--- src/common/irq_pm_pkg.sv ---
// package: constants and carriers for the interrupt dispatch and power mode block
package irq_pm_pkg;

    localparam int N_SRC = 9;
    localparam int VEC_W = 16;

    // source indices in fixed polling order, ext_irq_0 first
    localparam int SRC_EXT0   = 0;
    localparam int SRC_SER1   = 1;
    localparam int SRC_TMR0   = 2;
    localparam int SRC_I2C    = 3;
    localparam int SRC_EXT1   = 4;
    localparam int SRC_TMR1   = 5;
    localparam int SRC_USB    = 6;
    localparam int SRC_SER0   = 7;
    localparam int SRC_TMR2   = 8;

    // vector addresses per source
    localparam logic [VEC_W-1:0] VEC_EXT0 = 16'h0003;
    localparam logic [VEC_W-1:0] VEC_TMR0 = 16'h000B;
    localparam logic [VEC_W-1:0] VEC_EXT1 = 16'h0013;
    localparam logic [VEC_W-1:0] VEC_TMR1 = 16'h001B;
    localparam logic [VEC_W-1:0] VEC_SER0 = 16'h0023;
    localparam logic [VEC_W-1:0] VEC_TMR2 = 16'h002B;
    localparam logic [VEC_W-1:0] VEC_USB  = 16'h0033;
    localparam logic [VEC_W-1:0] VEC_I2C  = 16'h0043;
    localparam logic [VEC_W-1:0] VEC_SER1 = 16'h004B;

    // register map
    localparam logic [7:0] ADDR_POWER_CONTROL = 8'h87;
    localparam logic [7:0] ADDR_IRQ_ENABLE    = 8'hA8;
    localparam logic [7:0] ADDR_IRQ_PRIORITY  = 8'hB8;
    localparam logic [7:0] ADDR_IRQ_STATUS    = 8'hC0;
    localparam logic [7:0] RST_POWER_CONTROL  = 8'h00;

    // power_control fields
    localparam int PC_IDLE = 0;
    localparam int PC_PD   = 1;
    localparam int PC_LVR_DIS = 5;  // low voltage reset disable, active high

    // enable register: bit 15 global, low bits per source
    localparam int EN_GLOBAL = 15;

    // restart delay after internal reset that ends idle, in machine cycles
    localparam int RESTART_MC = 3;
    localparam logic [1:0] MC_CNT_W_ONE = 2'h1;

    typedef enum logic [1:0] {
        PM_RUN  = 2'b00,
        PM_IDLE = 2'b01,
        PM_PD   = 2'b10,
        PM_WAKE = 2'b11
    } pm_state_t;

    // core sequencer handshake toward this block
    typedef struct packed {
        logic flag_sample_phase;  // one pulse per machine cycle
        logic last_cycle;         // final cycle of current instruction
        logic is_return_from_interrupt;
        logic is_irq_reg_access;
        logic is_plain_return;
        logic internal_reset;     // pulse: internal reset source
    } core_seq_t;

    // hardware call toward core
    typedef struct packed {
        logic             hw_long_call;
        logic [VEC_W-1:0] vector;
        logic             push_pc;     // push pc, program_status_word not saved
        logic             pop_pc;      // pop two bytes into pc
    } call_t;

    typedef struct packed {
        logic [N_SRC-1:0] sampled_r;
        logic [1:0]       in_prog_r;     // [1] high level, [0] low level
        logic [15:0]      enable_r;
        logic [N_SRC-1:0] priority_r;
        logic [7:0]       power_control_r;
        pm_state_t        pm_r;
        logic [1:0]       wake_cnt_r;
        call_t            call_r;
        logic [15:0]      rdata_r;
        logic             core_halt_r;
        logic             osc_stop_r;
        logic             periph_off_r;
        logic             core_restart_r;
    } state_t;

endpackage : irq_pm_pkg

--- src/hw/irq_pm.sv ---
// interrupt dispatch and power mode control
`timescale 1ns/1ps
module irq_pm #(
    parameter int N = irq_pm_pkg::N_SRC
) (
    // clock and reset
    input  wire logic                 clk,
    input  wire logic                 resetn,
    // register port
    input  wire logic [7:0]           addr,
    input  wire logic [15:0]          wdata,
    input  wire logic                 wr,
    input  wire logic                 rd,
    output logic      [15:0]          rdata,
    // core sequencer and sources
    input  wire irq_pm_pkg::core_seq_t seq,
    input  wire logic [N-1:0]         irq_flags,
    // outputs to core and peripherals
    output irq_pm_pkg::call_t         call,
    output logic                      core_halt,
    output logic                      osc_stop,
    output logic                      periph_off,
    output logic                      low_voltage_reset_disable,
    output logic                      core_restart,
    output logic [7:0]                power_control
);

    irq_pm_pkg::state_t s, n;

    // vector lookup
    function automatic logic [irq_pm_pkg::VEC_W-1:0] vec_of(input int i);
        case (i)
            irq_pm_pkg::SRC_EXT0: vec_of = irq_pm_pkg::VEC_EXT0;
            irq_pm_pkg::SRC_SER1: vec_of = irq_pm_pkg::VEC_SER1;
            irq_pm_pkg::SRC_TMR0: vec_of = irq_pm_pkg::VEC_TMR0;
            irq_pm_pkg::SRC_I2C:  vec_of = irq_pm_pkg::VEC_I2C;
            irq_pm_pkg::SRC_EXT1: vec_of = irq_pm_pkg::VEC_EXT1;
            irq_pm_pkg::SRC_TMR1: vec_of = irq_pm_pkg::VEC_TMR1;
            irq_pm_pkg::SRC_USB:  vec_of = irq_pm_pkg::VEC_USB;
            irq_pm_pkg::SRC_SER0: vec_of = irq_pm_pkg::VEC_SER0;
            default:              vec_of = irq_pm_pkg::VEC_TMR2;
        endcase
    endfunction : vec_of

    logic [N-1:0] pend;
    logic         found;
    logic         found_hi;
    int           sel;
    logic         blocked;

    // next-state logic
    always_comb begin
        n = s;
        pend = '0;
        found = 1'b0;
        found_hi = 1'b0;
        sel = 0;
        blocked = 1'b0;
        n.call_r.hw_long_call = 1'b0;
        n.call_r.push_pc = 1'b0;
        n.call_r.pop_pc = 1'b0;
        n.core_restart_r = 1'b0;
        n.rdata_r = '0;

        // capture flags at the sample phase, held for the next machine cycle
        if (seq.flag_sample_phase) begin
            n.sampled_r = irq_flags;
        end

        // enabled requests; global enable gates all
        pend = s.sampled_r & s.enable_r[N-1:0] & {N{s.enable_r[irq_pm_pkg::EN_GLOBAL]}};

        // high level first, then polling order
        for (int i = N - 1; i >= 0; i--) begin
            if (pend[i] && s.priority_r[i]) begin
                found_hi = 1'b1;
                sel = i;
            end
        end
        if (!found_hi) begin
            for (int i = N - 1; i >= 0; i--) begin
                if (pend[i]) begin
                    found = 1'b1;
                    sel = i;
                end
            end
        end else begin
            found = 1'b1;
        end

        // blocking conditions
        blocked = s.in_prog_r[1] || (s.in_prog_r[0] && !found_hi)
                  || (!seq.last_cycle && s.pm_r == irq_pm_pkg::PM_RUN)
                  || seq.is_return_from_interrupt || seq.is_irq_reg_access
                  || s.pm_r == irq_pm_pkg::PM_PD || s.pm_r == irq_pm_pkg::PM_WAKE;

        // polling cycle: issue call and mark level busy
        if (seq.flag_sample_phase && found && !blocked) begin
            n.call_r.hw_long_call = 1'b1;
            n.call_r.push_pc = 1'b1;
            n.call_r.vector = vec_of(sel);
            n.in_prog_r[found_hi] = 1'b1;
            if (s.pm_r == irq_pm_pkg::PM_IDLE) begin
                n.power_control_r[irq_pm_pkg::PC_IDLE] = 1'b0;
                n.pm_r = irq_pm_pkg::PM_RUN;
                n.core_halt_r = 1'b0;
            end
        end else if (seq.is_return_from_interrupt && seq.last_cycle) begin
            // highest active level ends, pc popped
            if (s.in_prog_r[1]) begin
                n.in_prog_r[1] = 1'b0;
            end else begin
                n.in_prog_r[0] = 1'b0;
            end
            n.call_r.pop_pc = 1'b1;
        end
        // plain return: pc popped, in-progress left untouched
        if (seq.is_plain_return && seq.last_cycle) begin
            n.call_r.pop_pc = 1'b1;
        end

        // register writes; power-down blocks the core so none arrive then
        if (wr) begin
            unique case (addr)
                irq_pm_pkg::ADDR_POWER_CONTROL: begin
                    n.power_control_r = wdata[7:0];
                    if (wdata[irq_pm_pkg::PC_PD]) begin
                        n.pm_r = irq_pm_pkg::PM_PD;
                        n.osc_stop_r = 1'b1;
                        n.periph_off_r = 1'b1;
                        n.core_halt_r = 1'b1;
                    end else if (wdata[irq_pm_pkg::PC_IDLE]) begin
                        n.pm_r = irq_pm_pkg::PM_IDLE;
                        n.core_halt_r = 1'b1;
                    end
                end
                irq_pm_pkg::ADDR_IRQ_ENABLE:   n.enable_r = wdata;
                irq_pm_pkg::ADDR_IRQ_PRIORITY: n.priority_r = wdata[N-1:0];
                default: ;
            endcase
        end

        // register reads, data valid next cycle
        if (rd) begin
            unique case (addr)
                irq_pm_pkg::ADDR_POWER_CONTROL: n.rdata_r = {8'h00, s.power_control_r};
                irq_pm_pkg::ADDR_IRQ_ENABLE:    n.rdata_r = s.enable_r;
                irq_pm_pkg::ADDR_IRQ_PRIORITY:  n.rdata_r = 16'(s.priority_r);
                irq_pm_pkg::ADDR_IRQ_STATUS:    n.rdata_r = {10'h000, s.pm_r, s.in_prog_r, s.core_halt_r, s.osc_stop_r};
                default:                        n.rdata_r = 16'h0000;
            endcase
        end

        // internal reset ending idle: restart after fixed machine cycles
        if (seq.internal_reset && s.pm_r == irq_pm_pkg::PM_IDLE) begin
            n.pm_r = irq_pm_pkg::PM_WAKE;
            n.wake_cnt_r = '0;
            n.in_prog_r = '0;
            n.power_control_r = irq_pm_pkg::RST_POWER_CONTROL;
        end else if (s.pm_r == irq_pm_pkg::PM_WAKE && seq.flag_sample_phase) begin
            if (s.wake_cnt_r == 2'(irq_pm_pkg::RESTART_MC - 1)) begin
                n.pm_r = irq_pm_pkg::PM_RUN;
                n.core_halt_r = 1'b0;
                n.core_restart_r = 1'b1;
            end else begin
                n.wake_cnt_r = s.wake_cnt_r + irq_pm_pkg::MC_CNT_W_ONE;
            end
        end
    end

    // state register; power-down ends only via resetn (external reset held two cycles by the board)
    always_ff @(posedge clk or negedge resetn) begin
        if (!resetn) begin
            s <= '0;
            s.power_control_r <= irq_pm_pkg::RST_POWER_CONTROL;
            s.pm_r <= irq_pm_pkg::PM_RUN;
        end else begin
            s <= n;
        end
    end

    // outputs straight from state flops
    assign rdata = s.rdata_r;
    assign call = s.call_r;
    assign core_halt = s.core_halt_r;
    assign osc_stop = s.osc_stop_r;
    assign periph_off = s.periph_off_r;
    assign core_restart = s.core_restart_r;
    assign power_control = s.power_control_r;
    assign low_voltage_reset_disable = s.power_control_r[irq_pm_pkg::PC_LVR_DIS];

    // call only when enabled, and in the last cycle unless idle
    a_call_gated: assert property (@(posedge clk) disable iff (!resetn)
        n.call_r.hw_long_call |-> (seq.last_cycle || s.pm_r == irq_pm_pkg::PM_IDLE))
        else $error("call outside last cycle");
    a_no_call_return_from_interrupt: assert property (@(posedge clk) disable iff (!resetn)
        seq.is_return_from_interrupt |=> !call.hw_long_call)
        else $error("call during interrupt return");
    a_global_block: assert property (@(posedge clk) disable iff (!resetn)
        !s.enable_r[irq_pm_pkg::EN_GLOBAL] |=> !call.hw_long_call)
        else $error("call with global enable clear");
    a_high_blocks: assert property (@(posedge clk) disable iff (!resetn)
        s.in_prog_r[1] |=> !call.hw_long_call)
        else $error("call while high level active");
    a_call_marks: assert property (@(posedge clk) disable iff (!resetn)
        call.hw_long_call |-> s.in_prog_r != 2'b00)
        else $error("call without in-progress");
    a_pd_sticky: assert property (@(posedge clk) disable iff (!resetn)
        s.pm_r == irq_pm_pkg::PM_PD |=> s.pm_r == irq_pm_pkg::PM_PD && osc_stop)
        else $error("power-down left without reset");
    a_pd_wins: assert property (@(posedge clk) disable iff (!resetn)
        wr && addr == irq_pm_pkg::ADDR_POWER_CONTROL && wdata[irq_pm_pkg::PC_PD]
        |=> s.pm_r == irq_pm_pkg::PM_PD)
        else $error("power-down not entered");
    a_plain_ret: assert property (@(posedge clk) disable iff (!resetn)
        seq.is_plain_return && !seq.is_return_from_interrupt && !seq.internal_reset
        |=> s.in_prog_r[1] == $past(s.in_prog_r[1]) || call.hw_long_call)
        else $error("plain return cleared level");

endmodule : irq_pm

--- config.mk ---
export PLATFORM = sky130hd
export DESIGN_NAME = irq_pm
export DESIGN_NICKNAME = d
export VERILOG_FILES = /design/src/common/irq_pm_pkg.sv /design/src/hw/irq_pm.sv
export SDC_FILE = /design/constraint.sdc
export NUM_CORES = 1
export LEC_CHECK = 0
export BUFFER_PORTS_ARGS = -buffer_cell sky130_fd_sc_hd__buf_2
export CORE_ASPECT_RATIO = 1.25
export CORE_MARGIN = 2
export CORE_UTILIZATION = 56
export CTS_BUF_LIST = sky130_fd_sc_hd__clkbuf_4 sky130_fd_sc_hd__clkbuf_8
export CTS_CLUSTER_DIAMETER = 40
export DETAILED_ROUTE_END_ITERATION = 8
export PLACE_DENSITY = 0.83
export SYNTH_ARGS = -nofsm -noshare
export SYNTH_HDL_FRONTEND = slang
export SYNTH_SLANG_ARGS = --single-unit
--- constraint.sdc ---
create_clock -name clk -period 2.2 [get_ports clk]
set_input_delay 0.11 -clock clk [delete_from_list [all_inputs] [get_ports clk]]
set_output_delay 0.11 -clock clk [all_outputs]
set_load 0.05 [all_outputs]
==> metrics.md <==
| Metric | Value |
|---|---|
| Fin area | 4490 um^2 |
| Initial core utilization | 0.581 |
| Period minus WS final | 2160 ps |
| N_diodes | 0 |
| Yosys synthesis warning count | 0 |
| Port-buffer cells | 80 |
| Final setup viols | 0 |
| Final Hold Viols | 0 |
| Core Box Area | 6570 um^2 |
| First-pass GRT wire length | 13.4 mm |
| Critical path's top delay family | simple AND/OR/NAND/NOR gates |
| Cell row count | 33 |
| Seq/Total Area, Yosys | 0.485 |
| Hold Path Class | in -> reg |
| Die Ht | 96.3 um |
| Most frequent cells in the layout | 80 x buf_2, 73 x dfrtp_1, 31 x nand2_1 |
| Mapped Cells | 335 |
| RSZ-0062 raised after global routing | yes |
| CTS max path bufs | 2 |
| Skew-Pair Late Insertion Delay | 360 ps |
| Clk slew on worst S/H paths | 80 ps |
| Endpoint class of the critical path | flop |
| Post-place instance area | 4060 um^2 |
| CP Class | reg -> reg |
| Number of synthesized flops with an enable pin | 0 |
| Clk_skew | 7.32 ps |
| Synth Register Bits | 74 |
| Avg Vias per Cell | 5.69 |
| RD Place Congestion | 0.914 |
| Via count | 2862 |
| Number of H-tree levels | 3 |
| Grt total ovfl | 0 |
| Async SR Flop Fraction | 1.00 |
| Most used cell along the critical path | nand4_1 |
| Critical path buffers and inverters | 1 |
| Die span in x | 77.8 um |
| Slowest CP cell | dfrtp_2 |
| Top fanout value on the critical path | 8 |
| CTS tree | built |
| Maximum operating frequency | 463 MHz |
| Nets | 457 |
| Slew headroom | 0.590 |
| Synthesized area per cell | 11.4 um^2 |
| Peak VDD IR | 0.513 mV |
| CP Cell Sequence | buf_12, nand4_1, nand4_1, nor3_2, a32o_2, ha_4, mux2_4, o22a_1 |
| Root Driver | clkbuf_8 |
| Final core utilization | 0.683 |
| PwrDens | 702 nW/um^2 |
| Netlist Area Pre-Place | 3820 um^2 |
| Vias in the first global route | 2868 |
| Fin crit share | 0.981 |
| Most common cell after layout, fill and taps aside | buf_2 |
| Final Max Tran Viols | 0 |
| Final worst slack | 41.9 ps |
| Post-DR wirelength/cell | 16.9 um |
| Final HPWL DP | 6.25 mm |
| Startpoint types | flop |
| Unique cell type count in the Yosys netlist | 61 |
| Place WS | -40.2 ps |
| Slowest stage delay, CP | 470 ps |
| Worst Path Required | 2450 ps |
| Initial antenna violation count | 0 |
| P_leak | 2.29 nW |
| Io pins | 91 |
| Gr usage total | 0.235 |
| DRT Wirelength | 8.52 mm |
| Arrival time worst endpoint | 2410 ps |
| Proportion of layout cells with a drive suffix above 1 | 0.416 |
| Fillers | 485 |
| Dominant synthesized flop cell | dfrtp_1 |
| ANT nets after route | 0 |
| DRT iter0 DRCs | 159 |
| Area grow syn2layout | 17.6% |
| Drt pass-1 iters | 7 |
| Largest net degree at the start of global routing | 28 |
| Outcome | completed |
| Total CTS buffers | 9 |
| Sink count of the clock tree | 74 |
| Slew @ Worst Pin | 615 ps |
| DRC viols | 0 |
| Die footprint | 7500 um^2 |
| Number of max-cap violations | 0 |
## synthesized netlist by cell type, types with 2 or more instances
| cell | count | area, um^2 |
|---|---|---|
| a21oi_1 | 20 | 100 |
| nor2_1 | 5 | 18.8 |
| mux2_4 | 12 | 180 |
| inv_1 | 7 | 26.3 |
| nand2_1 | 31 | 116 |
| nand3b_1 | 3 | 22.5 |
| buf_4 | 45 | 338 |
| and2_0 | 2 | 12.5 |
| a32o_1 | 2 | 20.0 |
| a222oi_1 | 6 | 60.1 |
| o22a_1 | 2 | 17.5 |
| o21ai_0 | 6 | 30.0 |
| a31o_2 | 2 | 17.5 |
| a22o_2 | 2 | 20.0 |
| o31ai_1 | 2 | 15.0 |
| dfrtp_1 | 74 | 1850 |
| and4_1 | 3 | 26.3 |
| or3_1 | 2 | 12.5 |
| a22oi_1 | 3 | 22.5 |
| ha_1 | 3 | 37.5 |
| nand2b_1 | 2 | 12.5 |
| nand3_1 | 6 | 30.0 |
| nor2b_1 | 5 | 31.3 |
| o21ai_1 | 2 | 10.0 |
| and3_1 | 9 | 56.3 |
| buf_6 | 3 | 33.8 |
| nand4_1 | 9 | 56.3 |
| buf_2 | 3 | 15.0 |
| clkbuf_1 | 4 | 15.0 |
| nor3_2 | 2 | 20.0 |
| mux2_2 | 27 | 304 |
| o21a_1 | 2 | 15.0 |
## metal layers
| metal | vias to the layer above | track usage | part of all wire |
|---|---|---|---|
| met5 | - | 0 | 0 |
| met4 | 0 | 0.144 | 0.031 |
| met3 | 23 | 0.0356 | 0.054 |
| met2 | 123 | 0.410 | 0.52 |
| met1 | 1408 | 0.272 | 0.40 |
| li1 | 1308 | - | - |
## state kept, by name, summed over array words and instances, names as in the netlist
| name | flops |
|---|---|
| core_restart | 1 |
| core_halt | 1 |
| s | 40 |
| call | 7 |
| periph_off | 1 |
| power_control | 8 |
| rdata | 16 |
## report_power, final
group / leakage [nW] / internal [W] / switching, W / total [W]
clock: 0.102 / 0.000645 / 0.000539 / 0.00118
sequential: 0.995 / 0.00144 / 0.0000870 / 0.00153
combinational: 1.20 / 0.000179 / 0.000260 / 0.000439
total: 2.29 / 0.00227 / 0.000887 / 0.00315
## cells by family after synthesis
kind of cell / synth area share
AO/OA/AOI/OAI: 0.117
adder cells (fa/ha/maj): 0.00984
buffers and inverters: 0.117
flip-flops: 0.485
multiplexers: 0.127
other: 0.000983
AND/OR/NAND/NOR: 0.142
## cell type report
class	count	area (um^2)	share of cell area
Clock buffer	9	124	0.0276
Timing Repair Buffer	113	711	0.158
Multi-Input combinational cell	206	1560	0.349
Clock inverter	7	100	0.0223
Inverter	7	26.3	0.00586
Sequential cell	74	1850	0.413
Tap cell	87	109	0.0243
## worst paths after layout
kind,startpoint,to,slack [ps],cells after the start
min,wdata[9],s[69],2,2
max in group asynchronous,resetn,power_control[2],1130,3
max,s[75],call[5],40,8
max reg2reg,s[75],call[5],40,8
min reg2reg,call[3],call[3],490,1
min in group asynchronous,resetn,call[3],290,2
## through the flow
| step | setup TNS [ps] | total power, W | cells | hold slack [ps] |
|---|---|---|---|---|
| finish | 0 | 0.00315 | 503 | 1.54 |
| global route | -50.6 | 0.00326 | 503 | 6.85 |
| floorplan | 0 | 0.00182 | 344 | -186 |
| detailed placement | -40.2 | 0.00197 | 468 | 161 |
| global placement | 0 | 0.00194 | 468 | 153 |
| CTS | 0 | 0.00316 | 501 | 3.95 |
## timing repair
item / CTS / global route
setup endpoints to repair: 1 / 3
hold endpoints to repair: 40 / 0
gates resized for setup: 1 / 7
pin swaps: 0 / 5
setup buffers: 0 / 2
hold buffers: 17 / 0
Note: power is estimated with default switching activity, not from simulation.
